==> src/hdl/tw_pkg.sv <==
// Constants and types for the two-wire master transmit controller
package tw_pkg;
	localparam logic [7:0] TW_ADDR_CTRL   = 8'h00;
	localparam logic [7:0] TW_ADDR_STATUS = 8'h04;
	localparam logic [7:0] TW_ADDR_DATA   = 8'h08;
	localparam logic [7:0] TW_ADDR_BITRT  = 8'h0c;
	localparam int TW_CTRL_FLAG  = 7;
	localparam int TW_CTRL_START = 5;
	localparam int TW_CTRL_STOP  = 4;
	localparam int TW_CTRL_EN    = 2;
	localparam int TW_CTRL_IE    = 0;
	localparam logic [4:0] TW_ST_START    = 5'h01;
	localparam logic [4:0] TW_ST_ADDR_ACK = 5'h03;
	localparam logic [4:0] TW_ST_ADDR_NAK = 5'h04;
	localparam logic [4:0] TW_ST_DATA_ACK = 5'h05;
	localparam logic [4:0] TW_ST_DATA_NAK = 5'h06;
	localparam logic [4:0] TW_ST_NONE     = 5'h1f;
	localparam logic [7:0] TW_BITRT_RESET = 8'h04;
	localparam logic [7:0] TW_DATA_RESET  = 8'hff;
	typedef enum logic [2:0] {
		TW_IDLE  = 3'b000,
		TW_START = 3'b001,
		TW_SHIFT = 3'b011,
		TW_ACK   = 3'b010,
		TW_WAIT  = 3'b110,
		TW_STOP  = 3'b111
	} tw_state_t;
endpackage

==> src/hdl/tw_if.sv <==
// Bit timing handshake between controller and bit engine
interface tw_bit_if;
	logic       tick;
	logic       run;
	modport ctrl (input tick, output run);
	modport gen  (output tick, input run);
endinterface

==> src/hdl/tw_master.sv <==
// Two-wire master transmit controller with Wishbone registers
module tw_master
	import tw_pkg::*;
(
	input  wire logic        clock,
	input  wire logic        rstn,
	input  wire logic        wb_cyc_i,
	input  wire logic        wb_stb_i,
	input  wire logic        wb_we_i,
	input  wire logic [7:0]  wb_adr_i,
	input  wire logic [3:0]  wb_sel_i,
	input  wire logic [31:0] wb_dat_i,
	output logic      [31:0] wb_dat_o,
	output logic             wb_ack_o,
	input  wire logic        global_irq_enable,
	output logic             irq,
	input  wire logic        scl_i,
	output logic             scl_o,
	output logic             scl_oe_n,
	input  wire logic        sda_i,
	output logic             sda_o,
	output logic             sda_oe_n
);
	tw_bit_if bits ();

	logic       flag;
	logic       enable;
	logic       local_irq_enable;
	logic [7:0] shift_data_reg;
	logic [7:0] bit_rate;
	logic [4:0] status_code;
	logic [4:0] status_q;
	logic       flag_q;
	tw_state_t  state;
	logic [1:0] phase;
	logic [2:0] bitn;
	logic       scl_low;
	logic       sda_low;
	logic       addr_phase;
	logic       rx_ack;
	logic [1:0] scl_sync;
	logic [1:0] sda_sync;
	logic       pending_start;
	logic       pending_stop;
	logic       pending_byte;

	// Bus slave decode
	wire req      = wb_cyc_i && wb_stb_i && !wb_ack_o;
	// Writes land on the edge that ends the cycle
	wire wr       = wb_cyc_i && wb_stb_i && wb_ack_o &&
	                wb_we_i && wb_sel_i[0];
	wire wr_ctrl  = wr && (wb_adr_i == TW_ADDR_CTRL);
	wire wr_data  = wr && (wb_adr_i == TW_ADDR_DATA);
	wire wr_bitrt = wr && (wb_adr_i == TW_ADDR_BITRT);
	wire clr_flag = wr_ctrl && wb_dat_i[TW_CTRL_FLAG];
	wire set_flag;

	// Status shows idle code when flag_q (flag one cycle late) is clear
	wire [7:0] status_rd = flag_q ? {status_q, 3'b000}
	                              : {TW_ST_NONE, 3'b000};
	wire [7:0] ctrl_rd   = {flag, 4'h0, enable, 1'b0, local_irq_enable};
	wire [7:0] rd_mux    =
		(wb_adr_i == TW_ADDR_CTRL)   ? ctrl_rd :
		(wb_adr_i == TW_ADDR_STATUS) ? status_rd :
		(wb_adr_i == TW_ADDR_DATA)   ? shift_data_reg :
		(wb_adr_i == TW_ADDR_BITRT)  ? bit_rate : 8'h00;

	always_ff @(posedge clock or negedge rstn) begin
		if (!rstn) begin
			wb_ack_o <= 1'b0;
			wb_dat_o <= 32'h0;
		end else begin
			wb_ack_o <= req;
			wb_dat_o <= {24'h0, rd_mux};
		end
	end

	always_ff @(posedge clock or negedge rstn) begin
		if (!rstn) begin
			enable           <= 1'b0;
			local_irq_enable <= 1'b0;
			bit_rate         <= TW_BITRT_RESET;
		end else begin
			if (wr_ctrl) begin
				enable           <= wb_dat_i[TW_CTRL_EN];
				local_irq_enable <= wb_dat_i[TW_CTRL_IE];
			end
			if (wr_bitrt)
				bit_rate <= wb_dat_i[7:0];
		end
	end

	// Set wins over a clear in the same cycle
	always_ff @(posedge clock or negedge rstn) begin
		if (!rstn)
			flag <= 1'b0;
		else if (set_flag)
			flag <= 1'b1;
		else if (clr_flag)
			flag <= 1'b0;
	end

	// Status follows one cycle behind the flag
	always_ff @(posedge clock or negedge rstn) begin
		if (!rstn) begin
			flag_q   <= 1'b0;
			status_q <= TW_ST_NONE;
		end else begin
			flag_q <= flag;
			if (flag && !flag_q)
				status_q <= status_code;
		end
	end

	assign irq = flag && local_irq_enable && global_irq_enable;

	// Command latched only by the clearing write
	always_ff @(posedge clock or negedge rstn) begin
		if (!rstn) begin
			pending_start <= 1'b0;
			pending_stop  <= 1'b0;
			pending_byte  <= 1'b0;
		end else if (clr_flag && wb_dat_i[TW_CTRL_EN]) begin
			pending_start <= wb_dat_i[TW_CTRL_START];
			pending_stop  <= wb_dat_i[TW_CTRL_STOP] &&
			                 !wb_dat_i[TW_CTRL_START];
			pending_byte  <= !wb_dat_i[TW_CTRL_START] &&
			                 !wb_dat_i[TW_CTRL_STOP];
		end else if (state != TW_IDLE && state != TW_WAIT) begin
			pending_start <= 1'b0;
			pending_stop  <= 1'b0;
			pending_byte  <= 1'b0;
		end
	end

	// Shift register loads in any state except TW_SHIFT
	always_ff @(posedge clock or negedge rstn) begin
		if (!rstn)
			shift_data_reg <= TW_DATA_RESET;
		else if (wr_data && state != TW_SHIFT)
			shift_data_reg <= wb_dat_i[7:0];
		else if (state == TW_SHIFT && bits.tick && phase == 2'd3)
			shift_data_reg <= {shift_data_reg[6:0], shift_data_reg[7]};
	end

	// Pins come from another domain
	always_ff @(posedge clock or negedge rstn) begin
		if (!rstn) begin
			scl_sync <= 2'b11;
			sda_sync <= 2'b11;
		end else begin
			scl_sync <= {scl_sync[0], scl_i};
			sda_sync <= {sda_sync[0], sda_i};
		end
	end

	// Slave may stretch: hold phase 2 while released clock reads low
	wire stretched = !scl_low && !scl_sync[1] && phase == 2'd2;
	wire go        = bits.tick && !stretched;
	wire busy_ok   = !flag;
	assign bits.run = state != TW_IDLE && state != TW_WAIT;

	wire ev_start = state == TW_START && go && phase == 2'd3;
	wire ev_byte  = state == TW_ACK && go && phase == 2'd3;
	assign set_flag = ev_start || ev_byte;

	assign status_code =
		!addr_phase ? TW_ST_START :
		(addr_phase && bitn == 3'd0 && rx_ack == 1'b0) ? TW_ST_ADDR_ACK :
		(bitn == 3'd0) ? TW_ST_ADDR_NAK :
		rx_ack ? TW_ST_DATA_NAK : TW_ST_DATA_ACK;

	always_ff @(posedge clock or negedge rstn) begin
		if (!rstn) begin
			state      <= TW_IDLE;
			phase      <= 2'd0;
			bitn       <= 3'd0;
			scl_low    <= 1'b0;
			sda_low    <= 1'b0;
			addr_phase <= 1'b0;
			rx_ack     <= 1'b1;
		end else begin
			case (state)
			TW_IDLE, TW_WAIT: begin
				phase <= 2'd0;
				if (busy_ok && pending_start) begin
					state   <= TW_START;
					scl_low <= 1'b0;
					sda_low <= 1'b0;
				end else if (busy_ok && pending_byte &&
				             state == TW_WAIT) begin
					state <= TW_SHIFT;
					bitn  <= 3'd7;
				end else if (busy_ok && pending_stop &&
				             state == TW_WAIT) begin
					state <= TW_STOP;
				end
			end
			TW_START: if (go) begin
				phase <= phase + 2'd1;
				if (phase == 2'd1)
					sda_low <= 1'b1;
				if (phase == 2'd3) begin
					scl_low    <= 1'b1;
					addr_phase <= 1'b0;
					bitn       <= 3'd1;
					state      <= TW_WAIT;
				end
			end
			TW_SHIFT: if (go) begin
				phase <= phase + 2'd1;
				if (phase == 2'd0)
					sda_low <= !shift_data_reg[7];
				if (phase == 2'd1)
					scl_low <= 1'b0;
				if (phase == 2'd3) begin
					scl_low <= 1'b1;
					bitn    <= bitn - 3'd1;
					if (bitn == 3'd0)
						state <= TW_ACK;
				end
			end
			TW_ACK: if (go) begin
				phase <= phase + 2'd1;
				if (phase == 2'd0)
					sda_low <= 1'b0;
				if (phase == 2'd1)
					scl_low <= 1'b0;
				if (phase == 2'd2)
					rx_ack <= sda_sync[1];
				if (phase == 2'd3) begin
					scl_low    <= 1'b1;
					addr_phase <= 1'b1;
					bitn       <= addr_phase ? 3'd1 : 3'd0;
					state      <= TW_WAIT;
				end
			end
			TW_STOP: if (go) begin
				phase <= phase + 2'd1;
				if (phase == 2'd0)
					sda_low <= 1'b1;
				if (phase == 2'd1)
					scl_low <= 1'b0;
				if (phase == 2'd3) begin
					sda_low <= 1'b0;
					state   <= TW_IDLE;
				end
			end
			default: state <= TW_IDLE;
			endcase
		end
	end

	tw_bitgen u_bitgen (
		.clock (clock),
		.rstn  (rstn),
		.div   (bit_rate),
		.bits  (bits)
	);

	// Open drain: enable low drives the pin low
	assign scl_o    = 1'b0;
	assign sda_o    = 1'b0;
	assign scl_oe_n = !(scl_low || (flag && state == TW_WAIT));
	assign sda_oe_n = !sda_low;

	a_irq_gate: assert property (
		@(posedge clock) disable iff (!rstn)
		irq |-> flag && local_irq_enable && global_irq_enable)
		else $error("irq without flag and enables");

	a_flag_event: assert property (
		@(posedge clock) disable iff (!rstn)
		set_flag |=> flag)
		else $error("flag not set by bus event");

	a_clear_flag: assert property (
		@(posedge clock) disable iff (!rstn)
		clr_flag && !set_flag |=> !flag)
		else $error("flag not cleared");

	a_hold_flag: assert property (
		@(posedge clock) disable iff (!rstn)
		flag && !clr_flag |=> flag)
		else $error("flag dropped without clear");

	a_no_op_flag: assert property (
		@(posedge clock) disable iff (!rstn)
		flag && $past(flag) |-> state == TW_WAIT || state == TW_IDLE)
		else $error("operation began while flag set");

	a_wait_quiet: assert property (
		@(posedge clock) disable iff (!rstn)
		flag |-> !bits.run)
		else $error("bit engine runs while flag set");

	a_start_code: assert property (
		@(posedge clock) disable iff (!rstn)
		ev_start |-> ##2 status_q == TW_ST_START)
		else $error("start code not posted");

	a_addr_ack: assert property (
		@(posedge clock) disable iff (!rstn)
		ev_byte && !addr_phase && !rx_ack
		|-> ##2 status_q == TW_ST_ADDR_ACK)
		else $error("address ack code not posted");

	a_data_nak: assert property (
		@(posedge clock) disable iff (!rstn)
		ev_byte && addr_phase && rx_ack
		|-> ##2 status_q == TW_ST_DATA_NAK)
		else $error("data nak code not posted");

	a_scl_held: assert property (
		@(posedge clock) disable iff (!rstn)
		flag |-> scl_low && !scl_oe_n)
		else $error("clock released while flag set");

	a_byte_exact: assert property (
		@(posedge clock) disable iff (!rstn)
		state == TW_WAIT && pending_byte && !flag |=> state == TW_SHIFT)
		else $error("byte transfer not begun");

	a_stop_exact: assert property (
		@(posedge clock) disable iff (!rstn)
		state == TW_WAIT && pending_stop && !flag |=> state == TW_STOP)
		else $error("stop not begun");

	a_status_valid: assert property (
		@(posedge clock) disable iff (!rstn)
		flag_q |-> status_q != TW_ST_NONE)
		else $error("no bus state while flag set");

	a_status_next: assert property (
		@(posedge clock) disable iff (!rstn)
		$rose(flag) |=> status_q == $past(status_code))
		else $error("status not loaded after flag");

	a_status_idle: assert property (
		@(posedge clock) disable iff (!rstn)
		req && !wb_we_i && wb_adr_i == TW_ADDR_STATUS && !flag_q
		|=> wb_dat_o == {24'h0, TW_ST_NONE, 3'b000})
		else $error("idle code missing");

	a_stop_noflag: assert property (
		@(posedge clock) disable iff (!rstn)
		state == TW_STOP ##1 state == TW_IDLE |-> !flag ##1 !flag)
		else $error("flag set after stop");

	a_start_begin: assert property (
		@(posedge clock) disable iff (!rstn)
		state == TW_IDLE && pending_start && !flag |=> state == TW_START)
		else $error("start not begun");

	a_irq_drop: assert property (
		@(posedge clock) disable iff (!rstn)
		clr_flag && !set_flag |=> !irq)
		else $error("irq stays after clear");
endmodule

==> src/hdl/tw_bitgen.sv <==
// Quarter-bit tick divider for the bus clock
module tw_bitgen
	import tw_pkg::*;
(
	input  wire logic       clock,
	input  wire logic       rstn,
	input  wire logic [7:0] div,
	tw_bit_if.gen           bits
);
	logic [7:0] cnt;
	wire        hit = (cnt >= div);

	always_ff @(posedge clock or negedge rstn) begin
		if (!rstn)
			cnt <= 8'h00;
		else if (!bits.run || hit)
			cnt <= 8'h00;
		else
			cnt <= cnt + 8'h01;
	end

	assign bits.tick = bits.run && hit;
endmodule

==> config.mk <==
export PLATFORM = sky130hd
export DESIGN_NAME = tw_master
export DESIGN_NICKNAME = d
export VERILOG_FILES = /design/src/hdl/tw_pkg.sv /design/src/hdl/tw_if.sv /design/src/hdl/tw_master.sv /design/src/hdl/tw_bitgen.sv
export SDC_FILE = /design/constraint.sdc
export NUM_CORES = 1
export LEC_CHECK = 0
export BUFFER_PORTS_ARGS = -buffer_cell sky130_fd_sc_hd__clkbuf_2
export CELL_PAD_IN_SITES_DETAIL_PLACEMENT = 1
export CELL_PAD_IN_SITES_GLOBAL_PLACEMENT = 1
export CORE_UTILIZATION = 43
export DETAILED_ROUTE_END_ITERATION = 8
export PLACE_DENSITY_LB_ADDON = 0.1
export SLEW_MARGIN = 10
export SYNTH_ARGS = -nofsm -noshare
export SYNTH_HDL_FRONTEND = slang
export SYNTH_SLANG_ARGS = --single-unit
==> constraint.sdc <==
create_clock -name clock -period 4.2 [get_ports clock]
set_input_delay 0.42 -clock clock [delete_from_list [all_inputs] [get_ports clock]]
set_output_delay 0.42 -clock clock [all_outputs]
set_load 0.02 [all_outputs]
==> flow_summary.yaml, run 1 <==
min_path:
  min_from: "scl_i"
  holdPathEnd: "scl_sync[0]"
  holdPathStages: 1
  hp-class: "in -> reg"
synth:
  ys_ff_latch: 60
  synth.distinct_cells: 58
  synth_mux_area_share_pct: 6.652
  syn_inst: 360
  synth.area.top_cells: "dfrtp_1 (30%), dfstp_2 (14%), buf_4 (5.8%)"
  synth_top_family_by_area: "simple AND/OR/NAND/NOR gates"
  synth-simple-area-share_pct: 16.85
  yosys-top-cells-count: "dfrtp_1 (42), nand2_1 (35), nor2_1 (32)"
  ys_seq_area_share_pct: 43.56
  synthesis.area_per_instance_um2: 9.718
  yosys.cell_count.top_type: "dfrtp_1"
  async_flop_share_pct: 100.0
  yosysTopAreaCell: "dfrtp_1"
  synth_xor_area_share_pct: 2.003
  synth_flop_cell: "dfrtp_1"
  yosys.area_share.adder_pct: 5.365
  synth_edf_count: 0
  ys_warn_count: 0
  yosys.area.top_type_share_pct: 30.04
  synth_compound_area_share_pct: 15.49
  netlist_area_um2: 3498
critical_path:
  worstSetupPathType: "reg -> reg"
  cp_top_family: "simple AND/OR/NAND/NOR gates"
  r2r-end: "rx_ack"
  critPathSlowestCell: "dfrtp_1"
  crit-reg2reg-launch: "state[1]"
  max_stage_delay_ns: 0.74
  crit_fanout: 20
  startpoint_type: "flop"
  path_cells: "nor2b_1 -> nor3_2 -> a21oi_2 -> and2_1 -> nand4_1 -> mux2_2"
  arrival_ns: 2.91
  worstRegToRegCells: 6
  required_ns: 4.46
  regToRegSetupSlack_ns: 1.56
  crit_buf_inv: 0
  cp-end-kind: "flop"
clock_tree:
  postCtsSetupRepairBufs: 0
  numCtsBuffers: 9
  cts_tree: "yes"
  clockBufferDepth: 2
  cts_root_buffer: "clkbuf_8"
  path_clk_slew_ns: 0.07
  cts_sinks: 60
  h-tree-depth: 3
  worstSkewPairLatency_ns: 0.33
pwr:
  seq_power_share_pct: 51.6
  finalPower_w: 0.001134
  p_int_w: 0.0008571
  leakage_nw: 1.684
  ir_worst_vdd_uv: 155.3
  p_sw_w: 0.0002764
  p_per_area_nw_per_um2: 296.3
  swShare_pct: 24.39
  combPwrFrac_pct: 5.9
  clkPwrFrac_pct: 42.5
floorplanning:
  die_height_um: 92.20
  fp.dieW_um: 92.20
  pin_count: 90
  start_util_pct: 44.81
  die_area_um2: 8501
  rows: 32
  core_area_um2: 7807
final_layout:
  diodes: 0
  area_growth_syn_to_layout_pct: 9.371
  fin_nets: 461
  final_layout_size_suffix_gt1_share_pct: 24.62
route:
  ant_nets: 0
  drt_pass1_iterations: 4
  num_vias: 2678
  routed_wl_mm: 8.261
  drc: 0
  viasPerCell: 5.356
  drt-initial-drc-count: 103
  wl_per_cell_um: 16.52
grt:
  grt_pass1_vias: 2756
  grt_pass1_wl_mm: 14.01
  grt_max_degree: 48
  antenna_found_initial: 0
  grt_usage_pct: 21.44
  grt_overflow_total: 0
timing:
  grt_setup_unrepaired: "false"
  timing_hold_violations_final: 0
  final-max-slew-violation-count: 0
  finalSetupViolations: 0
  fin_worst_skew_ns: 0.008758
  period_minus_slack_ns: 2.644
  worst_slew_pin_slew_ns: 0.7115
  clock.fmax_mhz: 378.2
  period_share_pct: 62.95
  setup_tns_ns: 0
  slew_headroom_pct: 52.53
flow_run:
  cap_violations: 0
place:
  gp_congestion: 0.8612
  portBuffers: 36
  hpwl_mm: 6.258
run_status:
  status: "complete, no violations"
[per-stage QoR]
stage | util (%) | hold WS (ns) | cells | instance area, um^2 | worst slack (ns)
6_report | 49.01 | 0.1665 | 500 | 3826 | 1.556
4_1_cts | 49.01 | 0.1573 | 500 | 3826 | 1.565
3_5_place_dp | 46.59 | 0.3495 | 484 | 3637 | 1.566
5_1_grt | 49.01 | 0.1481 | 500 | 3826 | 1.347
3_3_place_gp | 46.59 | 0.3467 | 484 | 3637 | 1.593
2_1_floorplan | - | 0.1244 | 385 | 3592 | 2.081
[power groups by stage]
stage          Sequential, W  Clock (W)  Combinational, W
6_report            0.000585   0.000481         0.0000670
5_1_grt             0.000585   0.000520         0.0000746
4_1_cts             0.000585   0.000493         0.0000678
3_5_place_dp        0.000595          0         0.0000669
3_3_place_gp        0.000595          0         0.0000662
2_1_floorplan       0.000596          0         0.0000528
[cells by family (layout without fill, tap and decap cells)]
kind of cell,count (synthesis),count (layout)
other,1,26
flip-flops,60,60
multiplexers,22,22
AO/OA/AOI/OAI,78,78
adder cells (fa/ha/maj),15,15
XOR/XNOR,8,8
buffers and inverters,61,74
AND/OR/NAND/NOR,115,115
[final cells by class]
cell class	instances	area, um^2
inverter	21	78.83
clock inverter	2	10.01
tap	102	127.6
multi-input combinational	264	1719
timing repair buffer	38	197.7
clock buffer	13	168.9
fill	925	3981
sequential	60	1524
[worst max path at each step]
| stage | slack, ns | from | depth (start not counted) | end |
|---|---|---|---|---|
| 5_1_grt | 1.35 | state[1] | 6 | phase[0] |
| 2_1_floorplan | 2.08 | u_bitgen.cnt[0] | 9 | rx_ack |
| 3_3_place_gp | 1.59 | state[1] | 6 | rx_ack |
| 4_1_cts | 1.56 | state[1] | 6 | rx_ack |
| 3_5_place_dp | 1.57 | state[1] | 6 | rx_ack |
| 6_report | 1.56 | state[1] | 6 | rx_ack |
[layer usage]
layer	global-route usage, %	up-vias	share of wire (%)
li1	-	1275	-
met1	31.49	1332	51
met2	32.28	62	45
met3	3.400	9	3.4
met4	6.641	0	1.1
met5	0	-	0
[cell usage in the layout (no fill, tap or decap), types with 8 or more instances in the layout]
master | netlist | routed
inv_1 | 20 | 20
conb_1 | 1 | 26
dfrtp_1 | 42 | 42
clkbuf_8 | 0 | 12
o21ai_0 | 17 | 17
clkbuf_2 | 0 | 36
a21oi_1 | 13 | 13
mux2i_1 | 12 | 12
nand2b_1 | 8 | 8
mux2_2 | 10 | 10
nand3_1 | 13 | 13
ha_1 | 15 | 15
dfstp_2 | 18 | 18
nor2_1 | 32 | 32
nand2_1 | 35 | 35
[timing repair]
action	in CTS	in global routing
hold buffers	1	0
gates resized for setup	0	0
endpoints found under the hold margin	6	0
No activity file was read; power rests on OpenSTA's default activity.
==> run 2, diff against run 1 <==
- CORE_UTILIZATION: 43 -> 36
- clock period: 4.2 -> 2.42 ns (I/O delays scaled with it)
==> run 2 against run 1 <==
Global-route usage shrank 2.7 points. Non-clock buffer count grew 15. Core utilization shrank 5.8 points. Flip-flop and latch count is the same. Power grew 84%. Clock-buffer cell count shrank 1. Critical path depth grew 2. Routed wire length grew 6.1%. Largest power group unchanged.
==> flow_summary.yaml, run 2 (same netlist as run 1, synthesis figures left out) <==
route:
  drt_pass1_iterations: 4
  num_vias: 2697
  ant_nets: 0
  drc: 0
  viasPerCell: 4.967
  routed_wl_mm: 8.765
  wl_per_cell_um: 16.14
  drt-initial-drc-count: 105
timing:
  final-max-slew-violation-count: 0
  grt_setup_unrepaired: "false"
  clock.fmax_mhz: 435.0
  slew_headroom_pct: 47.36
  period_share_pct: 95.00
  timing_hold_violations_final: 0
  finalSetupViolations: 0
  worst_slew_pin_slew_ns: 0.7896
  period_minus_slack_ns: 2.299
  fin_worst_skew_ns: 0.01238
  worst_slack_ns: 0.1210
place:
  portBuffers: 36
  hpwl_mm: 6.401
  gp_congestion: 0.8405
  pre_cts_ws_ns: -0.001757
clock_tree:
  numCtsBuffers: 9
  cts_sinks: 60
  cts_tree: "yes"
  cts_root_buffer: "clkbuf_8"
  clockBufferDepth: 2
  path_clk_slew_ns: 0.08
  worstSkewPairLatency_ns: 0.35
  h-tree-depth: 3
critical_path:
  startpoint_type: "flop"
  worstRegToRegCells: 8
  crit-reg2reg-launch: "bit_rate[0]"
  worstSetupPathType: "reg -> reg"
  cp-end-kind: "flop"
  r2r-end: "rx_ack"
  crit_fanout: 10
  required_ns: 2.69
  arrival_ns: 2.57
  regToRegSetupSlack_ns: 0.12
floorplanning:
  start_util_pct: 37.51
  core_area_um2: 9328
  fp.dieW_um: 100.6
  die_area_um2: 10120
  die_height_um: 100.6
  rows: 35
  pin_count: 90
grt:
  grt_pass1_vias: 2759
  grt_pass1_wl_mm: 14.34
  grt_max_degree: 61
  grt_overflow_total: 0
  antenna_found_initial: 0
  grt_usage_pct: 18.71
pwr:
  p_per_area_nw_per_um2: 519.3
  ir_worst_vdd_uv: 209.8
  leakage_nw: 1.775
final_layout:
  utilization_pct: 43.17
  area_growth_syn_to_layout_pct: 15.09
  final_cell_mix: "dfrtp_1 (42), clkbuf_2 (36), nand2_1 (35), nor2_1 (32), conb_1 (26)"
  fin_nets: 476
  diodes: 0
  final_layout_size_suffix_gt1_share_pct: 27.54
  final_common_cell: "dfrtp_1"
run_status:
  status: "complete, no violations"
flow_run:
  cap_violations: 0
min_path:
  hp-class: "in -> async"
[run 2: worst max-delay path by stage]
stage	start	to	slack (ns)	cells past startpoint
3_5_place_dp	bit_rate[0]	rx_ack	-0.002	8
3_3_place_gp	bit_rate[0]	rx_ack	0.06	8
4_1_cts	bit_rate[0]	rx_ack	0.04	8
5_1_grt	bit_rate[0]	rx_ack	0.005	8
6_report	bit_rate[0]	rx_ack	0.12	8
2_1_floorplan	u_bitgen.cnt[0]	rx_ack	0.30	9
[run 2: critical path: stages (launching register included)]
cell       delay [ns]
dfrtp_1          0.39
ha_1             0.28
nand2b_1         0.17
a2111oi_4        0.42
o31ai_1          0.10
buf_4            0.14
and2_2           0.25
nand4_1          0.12
mux2_2           0.34
[run 2: final cells by class]
cell class	instances	area (um^2)
Clock buffer	12	155.1
Sequential cell	60	1524
Inverter	21	78.83
Fill cell	1085	5301
Timing Repair Buffer	53	325.3
Clock inverter	4	48.80
Tap cell	129	161.4
Multi-Input combinational cell	264	1733
[run 2: report_power, final]
part,switching (W),internal (W)
logic,0.0000895,0.0000287
registers,0.00000261,0.00101
clock network,0.000427,0.000531
[run 2: through the flow]
stage / std cells / power [W] / setup TNS (ns) / hold WS [ns] / cell area, um^2
after CTS: 542 / 0.002121 / 0 / 0.09419 / 4005
after global placement: 524 / 0.001149 / 0 / 0.3293 / 3769
final: 543 / 0.002091 / 0 / 0.04313 / 4026
after global routing: 543 / 0.002173 / 0 / 0.1092 / 4026
after detailed placement: 524 / 0.001151 / -0.001757 / 0.3317 / 3769
after floorplan: 385 / 0.001126 / 0 / -0.05359 / 3592
[run 2: layer usage]
metal  vias up  part of all wire (%)  track usage (%)
met2        70                    46            28.24
met5         -                     0                0
met1      1310                    47            26.00
met4         0                   2.0            8.027
met3        16                   4.2            3.814
li1       1301                     -                -
[run 2: timing repair]
item	4_1_cts	5_1_grt
setup buffers	0	1
pin swaps	0	1
endpoints found under the setup margin	1	5
hold buffers	2	0
endpoints found under the hold margin	2	0
gates resized for setup	1	1
